### src/weq_pkg.sv
// Purpose: shared constants and types for the waveform event input qualifier
// Assumes: 32-bit axi4-lite register bus, 100 MHz clock
// Notes:   registers take one aligned word each, data in the low byte
package weq_pkg;

  // ---------------------------------------------------------------
  // register map
  // ---------------------------------------------------------------
  localparam logic [7:0] WEQ_OFS_RISE_EN   = 8'h00;
  localparam logic [7:0] WEQ_OFS_RISE_MODE = 8'h04;
  localparam logic [7:0] WEQ_OFS_FALL_EN   = 8'h08;
  localparam logic [7:0] WEQ_OFS_FALL_MODE = 8'h0C;
  localparam logic [7:0] WEQ_OFS_PIN_ROUTE = 8'h10;
  localparam logic [7:0] WEQ_OFS_RISE_DB   = 8'h14;
  localparam logic [7:0] WEQ_OFS_STATUS    = 8'h18;

  localparam logic [7:0] WEQ_RST_SEL       = 8'h00;
  localparam logic [5:0] WEQ_RST_DB        = 6'h00;
  localparam logic [2:0] WEQ_RST_ROUTE     = 3'h0;

  // ---------------------------------------------------------------
  // source bit positions
  // ---------------------------------------------------------------
  localparam int WEQ_SRC_PIN   = 0;
  localparam int WEQ_SRC_CMP1  = 1;
  localparam int WEQ_SRC_CMP2  = 2;
  localparam int WEQ_SRC_CELL1 = 3;
  localparam int WEQ_SRC_FIRST_CAPTURE_COMPARE_OUT  = 4;
  localparam int WEQ_SRC_SECOND_CAPTURE_COMPARE_OUT  = 5;
  localparam int WEQ_SRC_THIRD_PULSE_WIDTH_OUT  = 6;
  localparam int WEQ_SRC_NCO   = 7;
  localparam int WEQ_NSRC      = 8;
  localparam int WEQ_NPIN      = 8;
  localparam int WEQ_DB_W      = 6;
  localparam int WEQ_DBS_BIT   = 7;

  localparam logic [1:0] WEQ_RESP_OKAY   = 2'h0;
  localparam logic [1:0] WEQ_RESP_SLVERR = 2'h2;

  typedef struct packed {
    logic [7:0] en;
    logic [7:0] mode;
  } weq_sel_s;

  typedef struct packed {
    logic rise;
    logic fall;
  } weq_evt_s;

endpackage : weq_pkg

### src/weq_top.sv
// Purpose: input event qualifier of a complementary waveform unit
// Assumes: axi4-lite slave, one clock, synchronous active-low reset
// Notes:   hands rising and falling events to the waveform core
//
// Local design decisions: the AXI4-Lite register port and the address map.
`timescale 1ns/1ps
`default_nettype none
// Contract
// - enabled source in edge mode fires rising event on low-to-high after phase delay
// - enabled source in level mode fires rising event while high, no delay
// - rising enable zero ignores the source regardless of mode
// - rising mode bits map nco, third_pulse_width_out, second_capture_compare_out, first_capture_compare_out, cell1, cmp2, cmp1, pin
// - falling enable bit one enables source, zero blocks it
// - falling enable bits use same source positions as rising bits
// - enabled falling source in edge mode fires on high-to-low after phase delay
// - enabled falling source in level mode fires immediately while low
// - falling enable zero ignores the source regardless of mode
// - falling mode bits map like falling enables, bit 0 is pin
// - source 0 comes from the pin chosen by the pin route
// - rising enable bit one enables source, zero blocks it
// - rising event delays primary output by the rising dead-band count
module weq_top
  import weq_pkg::*;
(
  input  wire logic        aclk,
  input  wire logic        aresetn,
  input  wire logic [31:0] s_axi_awaddr,
  input  wire logic        s_axi_awvalid,
  output logic             s_axi_awready,
  input  wire logic [31:0] s_axi_wdata,
  input  wire logic [3:0]  s_axi_wstrb,
  input  wire logic        s_axi_wvalid,
  output logic             s_axi_wready,
  output logic [1:0]       s_axi_bresp,
  output logic             s_axi_bvalid,
  input  wire logic        s_axi_bready,
  input  wire logic [31:0] s_axi_araddr,
  input  wire logic        s_axi_arvalid,
  output logic             s_axi_arready,
  output logic [31:0]      s_axi_rdata,
  output logic [1:0]       s_axi_rresp,
  output logic             s_axi_rvalid,
  input  wire logic        s_axi_rready,
  input  wire logic [7:0]  pins_in,
  input  wire logic        cmp1_out,
  input  wire logic        cmp2_out,
  input  wire logic        first_logic_cell_out,
  input  wire logic        first_capture_compare_out,
  input  wire logic        second_capture_compare_out,
  input  wire logic        third_pulse_width_out,
  input  wire logic        numeric_oscillator_out,
  input  wire logic        delay_chain_tick,
  output logic             rise_event,
  output logic             fall_event,
  output logic             primary_out
);

  // ---------------------------------------------------------------
  // registers
  // ---------------------------------------------------------------
  logic [7:0] rise_en_r;
  logic [7:0] rise_mode_r;
  logic [7:0] fall_en_r;
  logic [7:0] fall_mode_r;
  logic [2:0] pin_route_r;
  logic [5:0] rise_db_r;
  logic       rise_dbs_r;

  // ---------------------------------------------------------------
  // write channel
  // ---------------------------------------------------------------
  logic        aw_held_r;
  logic        w_held_r;
  logic [7:0]  aw_addr_r;
  logic [31:0] w_data_r;
  logic [3:0]  w_strb_r;
  logic        bvalid_r;
  logic [1:0]  bresp_r;

  wire        aw_take   = s_axi_awvalid & s_axi_awready;
  wire        w_take    = s_axi_wvalid & s_axi_wready;
  wire        aw_have   = aw_held_r | aw_take;
  wire        w_have    = w_held_r | w_take;
  wire [7:0]  wr_addr   = aw_held_r ? aw_addr_r : s_axi_awaddr[7:0];
  wire [31:0] wr_data   = w_held_r ? w_data_r : s_axi_wdata;
  wire [3:0]  wr_strb   = w_held_r ? w_strb_r : s_axi_wstrb;
  wire        wr_fire   = aw_have & w_have & ~bvalid_r;
  wire        wr_lane0  = wr_fire & wr_strb[0];

  function automatic logic addr_known(input logic [7:0] a);
    addr_known = (a == WEQ_OFS_RISE_EN) | (a == WEQ_OFS_RISE_MODE) |
                 (a == WEQ_OFS_FALL_EN) | (a == WEQ_OFS_FALL_MODE) |
                 (a == WEQ_OFS_PIN_ROUTE) | (a == WEQ_OFS_RISE_DB) |
                 (a == WEQ_OFS_STATUS);
  endfunction : addr_known

  assign s_axi_awready = ~aw_held_r & ~bvalid_r;
  assign s_axi_wready  = ~w_held_r & ~bvalid_r;
  assign s_axi_bvalid  = bvalid_r;
  assign s_axi_bresp   = bresp_r;

  always_ff @(posedge aclk) begin
    if (!aresetn) begin
      aw_held_r <= 1'b0;
      w_held_r  <= 1'b0;
      aw_addr_r <= 8'h00;
      w_data_r  <= 32'h0000_0000;
      w_strb_r  <= 4'h0;
      bvalid_r  <= 1'b0;
      bresp_r   <= WEQ_RESP_OKAY;
    end else begin
      if (aw_take) begin
        aw_addr_r <= s_axi_awaddr[7:0];
      end
      if (w_take) begin
        w_data_r <= s_axi_wdata;
        w_strb_r <= s_axi_wstrb;
      end
      if (wr_fire) begin
        aw_held_r <= 1'b0;
        w_held_r  <= 1'b0;
        bvalid_r  <= 1'b1;
        bresp_r   <= addr_known(wr_addr) ? WEQ_RESP_OKAY : WEQ_RESP_SLVERR;
      end else begin
        aw_held_r <= aw_have;
        w_held_r  <= w_have;
        if (s_axi_bready) begin
          bvalid_r <= 1'b0;
        end
      end
    end
  end

  // status is read-only; writes there are accepted and dropped
  always_ff @(posedge aclk) begin
    if (!aresetn) begin
      rise_en_r   <= WEQ_RST_SEL;
      rise_mode_r <= WEQ_RST_SEL;
      fall_en_r   <= WEQ_RST_SEL;
      fall_mode_r <= WEQ_RST_SEL;
      pin_route_r <= WEQ_RST_ROUTE;
      rise_db_r   <= WEQ_RST_DB;
      rise_dbs_r  <= 1'b0;
    end else if (wr_lane0) begin
      case (wr_addr)
        WEQ_OFS_RISE_EN:   rise_en_r   <= wr_data[7:0];
        WEQ_OFS_RISE_MODE: rise_mode_r <= wr_data[7:0];
        WEQ_OFS_FALL_EN:   fall_en_r   <= wr_data[7:0];
        WEQ_OFS_FALL_MODE: fall_mode_r <= wr_data[7:0];
        WEQ_OFS_PIN_ROUTE: pin_route_r <= wr_data[2:0];
        WEQ_OFS_RISE_DB: begin
          rise_db_r  <= wr_data[WEQ_DB_W-1:0];
          rise_dbs_r <= wr_data[WEQ_DBS_BIT];
        end
        default: ;
      endcase
    end
  end

  // ---------------------------------------------------------------
  // read channel
  // ---------------------------------------------------------------
  logic        rvalid_r;
  logic [31:0] rdata_r;
  logic [1:0]  rresp_r;
  logic [7:0]  rd_byte;
  logic        db_busy_r;

  wire       ar_take = s_axi_arvalid & s_axi_arready;
  wire [7:0] ra      = s_axi_araddr[7:0];
  wire [7:0] status  = {4'h0, db_busy_r, primary_out, fall_event, rise_event};

  assign rd_byte = (ra == WEQ_OFS_RISE_EN)   ? rise_en_r :
                   (ra == WEQ_OFS_RISE_MODE) ? rise_mode_r :
                   (ra == WEQ_OFS_FALL_EN)   ? fall_en_r :
                   (ra == WEQ_OFS_FALL_MODE) ? fall_mode_r :
                   (ra == WEQ_OFS_PIN_ROUTE) ? {5'h00, pin_route_r} :
                   (ra == WEQ_OFS_RISE_DB)   ? {rise_dbs_r, 1'b0, rise_db_r} :
                   (ra == WEQ_OFS_STATUS)    ? status : 8'h00;

  assign s_axi_arready = ~rvalid_r;
  assign s_axi_rvalid  = rvalid_r;
  assign s_axi_rdata   = rdata_r;
  assign s_axi_rresp   = rresp_r;

  always_ff @(posedge aclk) begin
    if (!aresetn) begin
      rvalid_r <= 1'b0;
      rdata_r  <= 32'h0000_0000;
      rresp_r  <= WEQ_RESP_OKAY;
    end else if (ar_take) begin
      rvalid_r <= 1'b1;
      rdata_r  <= {24'h00_0000, rd_byte};
      rresp_r  <= addr_known(ra) ? WEQ_RESP_OKAY : WEQ_RESP_SLVERR;
    end else if (s_axi_rready) begin
      rvalid_r <= 1'b0;
    end
  end

  // ---------------------------------------------------------------
  // source gathering and qualification
  // ---------------------------------------------------------------
  logic [7:0] src;
  wire        routed_pin = pins_in[pin_route_r];
  weq_sel_s   rise_sel;
  weq_sel_s   fall_sel;

  assign rise_sel = '{en: rise_en_r, mode: rise_mode_r};
  assign fall_sel = '{en: fall_en_r, mode: fall_mode_r};

  assign src = {numeric_oscillator_out, third_pulse_width_out,
                second_capture_compare_out, first_capture_compare_out,
                first_logic_cell_out, cmp2_out, cmp1_out, routed_pin};

  weq_qual u_rise (
    .aclk        (aclk),
    .aresetn     (aresetn),
    .src         (src),
    .sel         (rise_sel),
    .active_high (1'b1),
    .event_out   (rise_event)
  );

  weq_qual u_fall (
    .aclk        (aclk),
    .aresetn     (aresetn),
    .src         (src),
    .sel         (fall_sel),
    .active_high (1'b0),
    .event_out   (fall_event)
  );

  // ---------------------------------------------------------------
  // rising dead-band delay of the primary output
  // ---------------------------------------------------------------
  logic [5:0] db_cnt_r;
  logic       prim_r;
  logic       rise_seen_r;

  // count ticks of aclk or of the delay chain; chain ticks come in synchronous
  wire db_tick  = rise_dbs_r ? delay_chain_tick : 1'b1;
  wire rise_new = rise_event & ~rise_seen_r;

  always_ff @(posedge aclk) begin
    if (!aresetn) begin
      db_cnt_r    <= 6'h00;
      db_busy_r   <= 1'b0;
      prim_r      <= 1'b0;
      rise_seen_r <= 1'b0;
    end else begin
      rise_seen_r <= rise_event;
      if (fall_event) begin
        // falling dead-band lives outside this block; drop at once
        prim_r    <= 1'b0;
        db_busy_r <= 1'b0;
      end else if (rise_new && !prim_r && !db_busy_r) begin
        db_cnt_r  <= rise_db_r;
        db_busy_r <= (rise_db_r != 6'h00);
        prim_r    <= (rise_db_r == 6'h00);
      end else if (db_busy_r && db_tick) begin
        if (db_cnt_r <= 6'h01) begin
          db_busy_r <= 1'b0;
          prim_r    <= 1'b1;
        end
        db_cnt_r <= db_cnt_r - 6'h01;
      end
    end
  end

  assign primary_out = prim_r;

endmodule : weq_top
`default_nettype wire

### src/weq_qual.sv
// Purpose: qualifies eight sources for one event direction
// Assumes: sources are synchronous to aclk
// Notes:   edge path waits one phase-delay cycle, level path is immediate
`timescale 1ns/1ps
`default_nettype none
module weq_qual
  import weq_pkg::*;
(
  input  wire logic       aclk,
  input  wire logic       aresetn,
  input  wire logic [7:0] src,
  input  wire weq_sel_s   sel,
  input  wire logic       active_high,
  output logic            event_out
);
  logic [7:0] prev_r;
  logic [7:0] asserted;
  logic [7:0] edge_hit;
  logic [7:0] level_hit;
  logic       edge_r;
  logic       edge_nxt;

  // polarity folds rising and falling into one shape
  assign asserted  = active_high ? src : ~src;
  assign edge_hit  = sel.en & sel.mode & asserted & ~(active_high ? prev_r : ~prev_r);
  assign level_hit = sel.en & ~sel.mode & asserted;
  assign edge_nxt  = |edge_hit;

  always_ff @(posedge aclk) begin
    if (!aresetn) begin
      prev_r <= active_high ? 8'hFF : 8'h00;
      edge_r <= 1'b0;
    end else begin
      prev_r <= src;
      edge_r <= edge_nxt;
    end
  end

  // phase delay: edge events leave one cycle later, level events at once
  assign event_out = edge_r | (|level_hit);

endmodule : weq_qual
`default_nettype wire

### config.mk
export PLATFORM = sky130hd
export DESIGN_NAME = weq_top
export DESIGN_NICKNAME = d
export VERILOG_FILES = /design/src/weq_pkg.sv /design/src/weq_top.sv /design/src/weq_qual.sv
export SDC_FILE = /design/constraint.sdc
export NUM_CORES = 1
export LEC_CHECK = 0
export BUFFER_PORTS_ARGS = -buffer_cell sky130_fd_sc_hd__clkbuf_2
export CAP_MARGIN = 10
export CORE_MARGIN = 5
export CORE_UTILIZATION = 30
export DETAILED_ROUTE_END_ITERATION = 10
export SYNTH_ARGS = -nofsm -noshare
export SYNTH_HDL_FRONTEND = slang
export SYNTH_SLANG_ARGS = --single-unit
export TNS_END_PERCENT = 50
### constraint.sdc
create_clock -name aclk -period 4.4 [get_ports aclk]
set_input_delay 0.88 -clock aclk [delete_from_list [all_inputs] [get_ports aclk]]
set_output_delay 0.88 -clock aclk [all_outputs]
set_load 0.01 [all_outputs]
==> run metrics, run 1 <==
EDFF count, synth=0; final WL=13,510 microns; Starting Density=30.79%; total power draw=approximately 2.0 mW; drt via density=4.902; Register Area=approximately 2000 sq um; DRC viols=0; yosys warns=0; global-route wire length before repair=around 21,000 microns; Period minus WS final=between 3 and 4 ns; CTS Buffer Depth=2; Max-cap violations=0; Crit path arrival time=approximately 2.3 ns; Avg Cell Area, Syn=just over 8 sq um; total CTS buffers=9; setup bufs post-CTS=0; DRT Pass-1 Iters=5; Critical Path Max Stage Delay=0.53 ns; status=finished clean; vias in the first global route=approximately 3,800; remaining antenna violation count=0; Post-Synthesis Cells=590; root buf cell=clkbuf_16; via count=approximately 4,200; pin count of the biggest net entering global routing=a little over 40; WS Path Type=flip-flop to output pin; Slew headroom=between 40% and 50%; CP startpoint kind=flip-flop; port bufs=65; Final Skew=0.006538 ns; Antenna Cells=0; Starting DRT DRC Count=~400; Most used DFF post-synth=dfxtp_1; Layout Nets=about 770; synthesized flop and latch total=100; area of the core=15,940 sq um; worst-path fanout max=9; Buffers & Inverters on Critical Path=3; Least-Margin Pin Slew=~0.83 ns; crit share post-route=~72%; Remaining Overflow, GRT=0; crit-path leading delay family=flip-flops; fin. max-slew vios=0; Critical Path, Cell by Cell=mux2_2 > a2bb2oi_1 > nand3_1 > a31oi_1 > buf_4 > inv_1 > clkbuf_2; post_cts resized=0; Area growth, synth to finish=14.58%; TritonCTS clock tree=built; GRT Util Overall=between 10 and 15%; Data required, critical path=around 3.5 ns; CP max stage cell=dfxtp_1; Fillers=1,718; Routed WL per cell=roughly 16 microns; final setup vio count=0; Peak supply drop=0.2006 mV; Leak=roughly 2.1 nW; fmax=about 320 MHz; unrepaired setup endpoints after global routing=no; Max H-tree Level=3; register area share after synthesis=between 40% and 50%; Post-Syn Area=4908 sq um; die width=roughly 140 microns; setup TNS=0 ns; CP endpoint kind=output pin; Final Hold Fails=0; clock latency on the worst-skew pair=roughly 0.35 ns; hold crit path type=flip-flop to flip-flop; clk sinks=100; layout cell share with drive strength beyond 1=between 15 and 20%; routability cong.=~0.85; area of the multi-input gates=about 2600 sq um; Hold Buf Count CTS=0; initial antenna violation count=0; clock-pin slew on the worst setup and hold paths=roughly 0.07 ns; die area=around 19,000 sq um; Inst Count DP=approximately 850; # IOs=167; placed wire-length estimate=around 10000 microns; async set-or-reset flop fraction in the synthesized netlist=0%; Pwr Density=between 300 and 400 nW/um^2; Netlist cell types=54; Rows=46; height of the die=around 140 microns; Hold Worst Slack=about 0.45 ns; final std cells w/o fill=roughly 860
[cell families (layout without fill, tap and decap cells)]
logic type | after synthesis | in the layout | share of synthesized area (%)
AOI/OAI and AO/OA | 137 | 137 | 18.89
adders and majority gates | 2 | 2 | 0.5097
buffers and inverters | 70 | 102 | 7.723
DFF | 100 | 100 | 40.79
muxes | 28 | 28 | 5.990
other | 1 | 26 | 0.07640
and+or+nand+nor | 252 | 252 | 26.03
[report_power, final]
group | total (mW) | switching [mW] | leakage (nW) | internal (mW)
Sequential | 0.952 | 0.0186 | 0.814 | 0.934
Clock | 0.814 | 0.344 | 0.149 | 0.470
Combinational | 0.220 | 0.144 | 1.13 | 0.0759
Total | 1.99 | 0.507 | 2.10 | 1.48
[through the flow]
| step | cell area [sq um] | setup slack, ns | util (%) |
|---|---|---|---|
| 2_1_floorplan | 5002 | 1.490 | - |
| 3_3_place_gp | 5320 | 1.227 | 33.37 |
| 3_5_place_dp | 5320 | 1.172 | 33.37 |
| 4_1_cts | 5624 | 1.227 | 35.28 |
| 5_1_grt | 5624 | 1.092 | 35.28 |
| 6_report | 5624 | 1.245 | 35.28 |
[final timing paths]
kind | start | slack (ns) | cells after the start | to
setup / recovery | pin_route_r[0] | 1.24 | 7 | fall_event
hold / removal | s_axi_rdata[4] | 0.45 | 2 | s_axi_rdata[4]
setup reg to reg | aw_held_r | 1.57 | 6 | fall_en_r[2]
hold reg to reg | s_axi_rdata[4] | 0.45 | 2 | s_axi_rdata[4]
[metal layers]
metal / up-vias / global-route usage, % / share of wire, %
li1: 2164 / - / -
met1: 1925 / 20.57 / 49
met2: 124 / 20.82 / 42
met3: 17 / 4.209 / 6.7
met4: 0 / 3.787 / 1.5
met5: - / 0 / 0
[cells in the final DEF (no fill, tap or decap), types with 6 or more instances in the layout]
| master | n |
|---|---|
| mux2i_1 | 26 |
| nor3b_1 | 8 |
| o22ai_1 | 9 |
| clkbuf_16 | 9 |
| o21ai_0 | 15 |
| nand3_1 | 7 |
| a211oi_1 | 41 |
| nand4b_1 | 13 |
| clkbuf_2 | 65 |
| inv_1 | 14 |
| nand2b_1 | 15 |
| and2_1 | 12 |
| nand2_1 | 77 |
| dfxtp_1 | 100 |
| nor4_1 | 7 |
| nor3_1 | 15 |
| a21oi_1 | 32 |
| nor2_1 | 72 |
| buf_4 | 6 |
| conb_1 | 26 |
[worst register-to-register path, cell delays in order (launching register included)]
cell and delay, ns:
dfxtp_1 0.60, nor2_2 0.08, or3_1 0.41, or4b_4 0.60, nor4b_4 0.73, nor2_1 0.08
a211oi_1 0.24
[synth_stat cells (all sizes together), types with 3 or more instances]
cell type	number	area [sq um]
a31oi	4	25.02
nor4	8	65.06
nor3	16	91.34
o21a	5	37.54
a211oi	43	332.8
nor3b	8	60.06
nand2b	15	93.84
dfxtp	100	2002
nand2	77	289.0
nand3b	3	22.52
nor2b	4	25.02
buf	36	251.5
o21ai	16	80.07
a32o	3	30.03
mux2i	26	260.3
o31ai	3	22.52
nand4b	13	113.9
o22ai	9	56.30
clkbuf	19	71.32
and2	12	75.07
o211ai	5	37.54
or3	4	25.02
inv	15	56.30
o31a	4	35.03
nor2	74	282.8
nand4	5	31.28
a21oi	32	160.2
nand3	7	35.03
[state kept, by name (all words and copies together), names as in the netlist, 8 cells and up]
signal,flops
u_rise.prev_r,8
rise_en_r,8
aw_addr_r,8
rise_mode_r,8
u_fall.prev_r,8
w_data_r,8
s_axi_rdata,8
fall_mode_r,8
fall_en_r,8
[cell type report]
| type | instances | share of cell area, % |
|---|---|---|
| clock inverters | 4 | 0.8454 |
| repair buffers | 71 | 6.585 |
| clock buffers | 12 | 4.561 |
| flip-flops and latches | 100 | 35.60 |
| inverters | 15 | 1.001 |
| well taps | 216 | 4.805 |
| multi-input cells | 445 | 46.61 |
No activity file was read; power rests on OpenSTA's default activity.
==> run 2, diff against run 1 <==
- clock period: 4.4 -> 2.7 ns (I/O delays scaled with it)
==> run metrics, run 2 (synthesis results as in run 1) <==
Starting DRT DRC Count=453 (+11%); hold crit path type=primary input to flip-flop; busiest layer in global routing=met2; Routed WL per cell=15.22 microns (-2.7%); Least-Margin Pin Slew=0.7242 ns (-0.1077 ns); Remaining Overflow, GRT=0 (unchanged); placed wire-length estimate=9931 microns (-0.30%); TritonCTS clock tree=built; height of the die=137.9 microns (unchanged); WS Path Type=flip-flop to output pin; final setup vio count=0 (unchanged); Peak supply drop=0.4020 mV (+100%); clk sinks=100 (unchanged); Crit path arrival time=1.87 ns (-0.41 ns); final core occ=35.98% (+0.70 points); layout cell share with drive strength beyond 1=16.74% (+1.6 points); Leak=2.155 nW (+2.8%); fmax=about 410 MHz; die area=19,020 sq um (unchanged); initial antenna violation count=0 (unchanged); pin count of the biggest net entering global routing=76 (+85%); most frequent cells in the layout=dfxtp_1 (100), nand2_1 (77), nor2_1 (72); DRT Pass-1 Iters=5 (unchanged); Area growth, synth to finish=16.85%; routability cong.=0.8675 (+2.4%); status=finished clean; most common cell after layout, fill and taps aside=dfxtp_1; Layout Nets=777 (+1.3%); root buf cell=clkbuf_16; Slew headroom=50.34% (+7.4 points); M1 GR Usage=20.34% (-0.24 points); global-route wire length before repair=20,910 microns (+0.40%); port bufs=65 (unchanged); GRT Util Overall=14.25% (-0.039 points); crit share post-route=89.39%; via count=4,297 (+1.6%); vias in the first global route=3,910 (+2.4%); CTS Buffer Depth=2 (unchanged); Max-cap violations=0 (unchanged); unrepaired setup endpoints after global routing=no; GRT met3 Usage=3.846% (-0.36 points); # IOs=167 (unchanged); M2 GR Usage=20.93% (+0.11 points); clock-pin slew on the worst setup and hold paths=0.07 ns (about the same); Starting Density=30.79% (unchanged); setup TNS=0 ns (unchanged); post_cts resized=0 (unchanged); Final Hold Fails=0 (unchanged); drt via density=4.922 (+0.42%); worst-path fanout max=4 (-5); area of the core=15,940 sq um (unchanged); fin. max-slew vios=0 (unchanged); DRC viols=0 (unchanged); Final Skew=0.006788 ns (+0.0002496 ns); Period minus WS final=2.414 ns; Max H-tree Level=3 (unchanged); setup bufs post-CTS=0 (unchanged); Pwr Density=566.3 nW/um^2 (+60%); total CTS buffers=9 (unchanged); die width=137.9 microns (unchanged); CP endpoint kind=output pin; Data required, critical path=2.16 ns (-1.36 ns); remaining antenna violation count=0 (unchanged); Antenna Cells=0 (unchanged); CP startpoint kind=flip-flop; clock latency on the worst-skew pair=0.35 ns (about the same); Rows=46 (unchanged); Hold Buf Count CTS=0 (unchanged); final WL=13,290 microns (-1.6%)
==> run 2: metrics by stage <==
step | instance area, sq um | hold slack, ns | setup WS, ns | cells | power [mW]
2_1_floorplan | 5002 | 0.4360 | 0.3406 | 615 | 1.845
3_3_place_gp | 5420 | 0.4412 | 0.2180 | 857 | 1.948
3_5_place_dp | 5420 | 0.4455 | 0.1785 | 857 | 1.952
4_1_cts | 5729 | 0.3576 | 0.1123 | 873 | 3.289
5_1_grt | 5736 | 0.3631 | 0.1267 | 873 | 3.386
6_report | 5736 | 0.3705 | 0.2864 | 873 | 3.248
==> run 2: worst max-delay path: stages (launching register included) <==
cell,delay (ns)
dfxtp_1,0.36
nor3b_1,0.15
nor4_1,0.39
nand2_1,0.15
a31oi_1,0.26
inv_1,0.08
clkbuf_2,0.13
==> run 2: report_power, final <==
| group | leakage [nW] | total (mW) | internal, mW | switching, mW |
|---|---|---|---|---|
| registers | 0.814 | 1.55 | 1.52 | 0.0270 |
| clock network | 0.148 | 1.33 | 0.733 | 0.598 |
| logic | 1.19 | 0.368 | 0.131 | 0.237 |
| total | 2.15 | 3.25 | 2.39 | 0.862 |
==> run 2: per-layer routing <==
metal  wire length [microns]  vias up  part of all wire [%]
li1                        -     2180                     -
met1                    6410     1959                    48
met2                    5748      146                    43
met3                     922       12                   6.9
met4                     209        0                   1.6
met5                       0        -                     0
==> run 2: cell type report <==
class	count	area [sq um]
fillers	1712	10210
multi-input cells	445	2628
flip-flops and latches	100	2002
repair buffers	81	470.5
well taps	216	270.3
clock buffers	9	225.2
clock inverters	7	83.83
inverters	15	56.30
==> run 2: path summary, 6_finish.rpt <==
kind | cells after the start | to | slack (ns) | start
hold / removal | 2 | s_axi_rvalid | 0.37 | s_axi_rready
setup / recovery | 6 | fall_event | 0.29 | fall_en_r[6]
setup reg to reg | 7 | rise_db_r[4] | 0.36 | aw_held_r
hold reg to reg | 2 | s_axi_rdata[7] | 0.45 | s_axi_rdata[7]
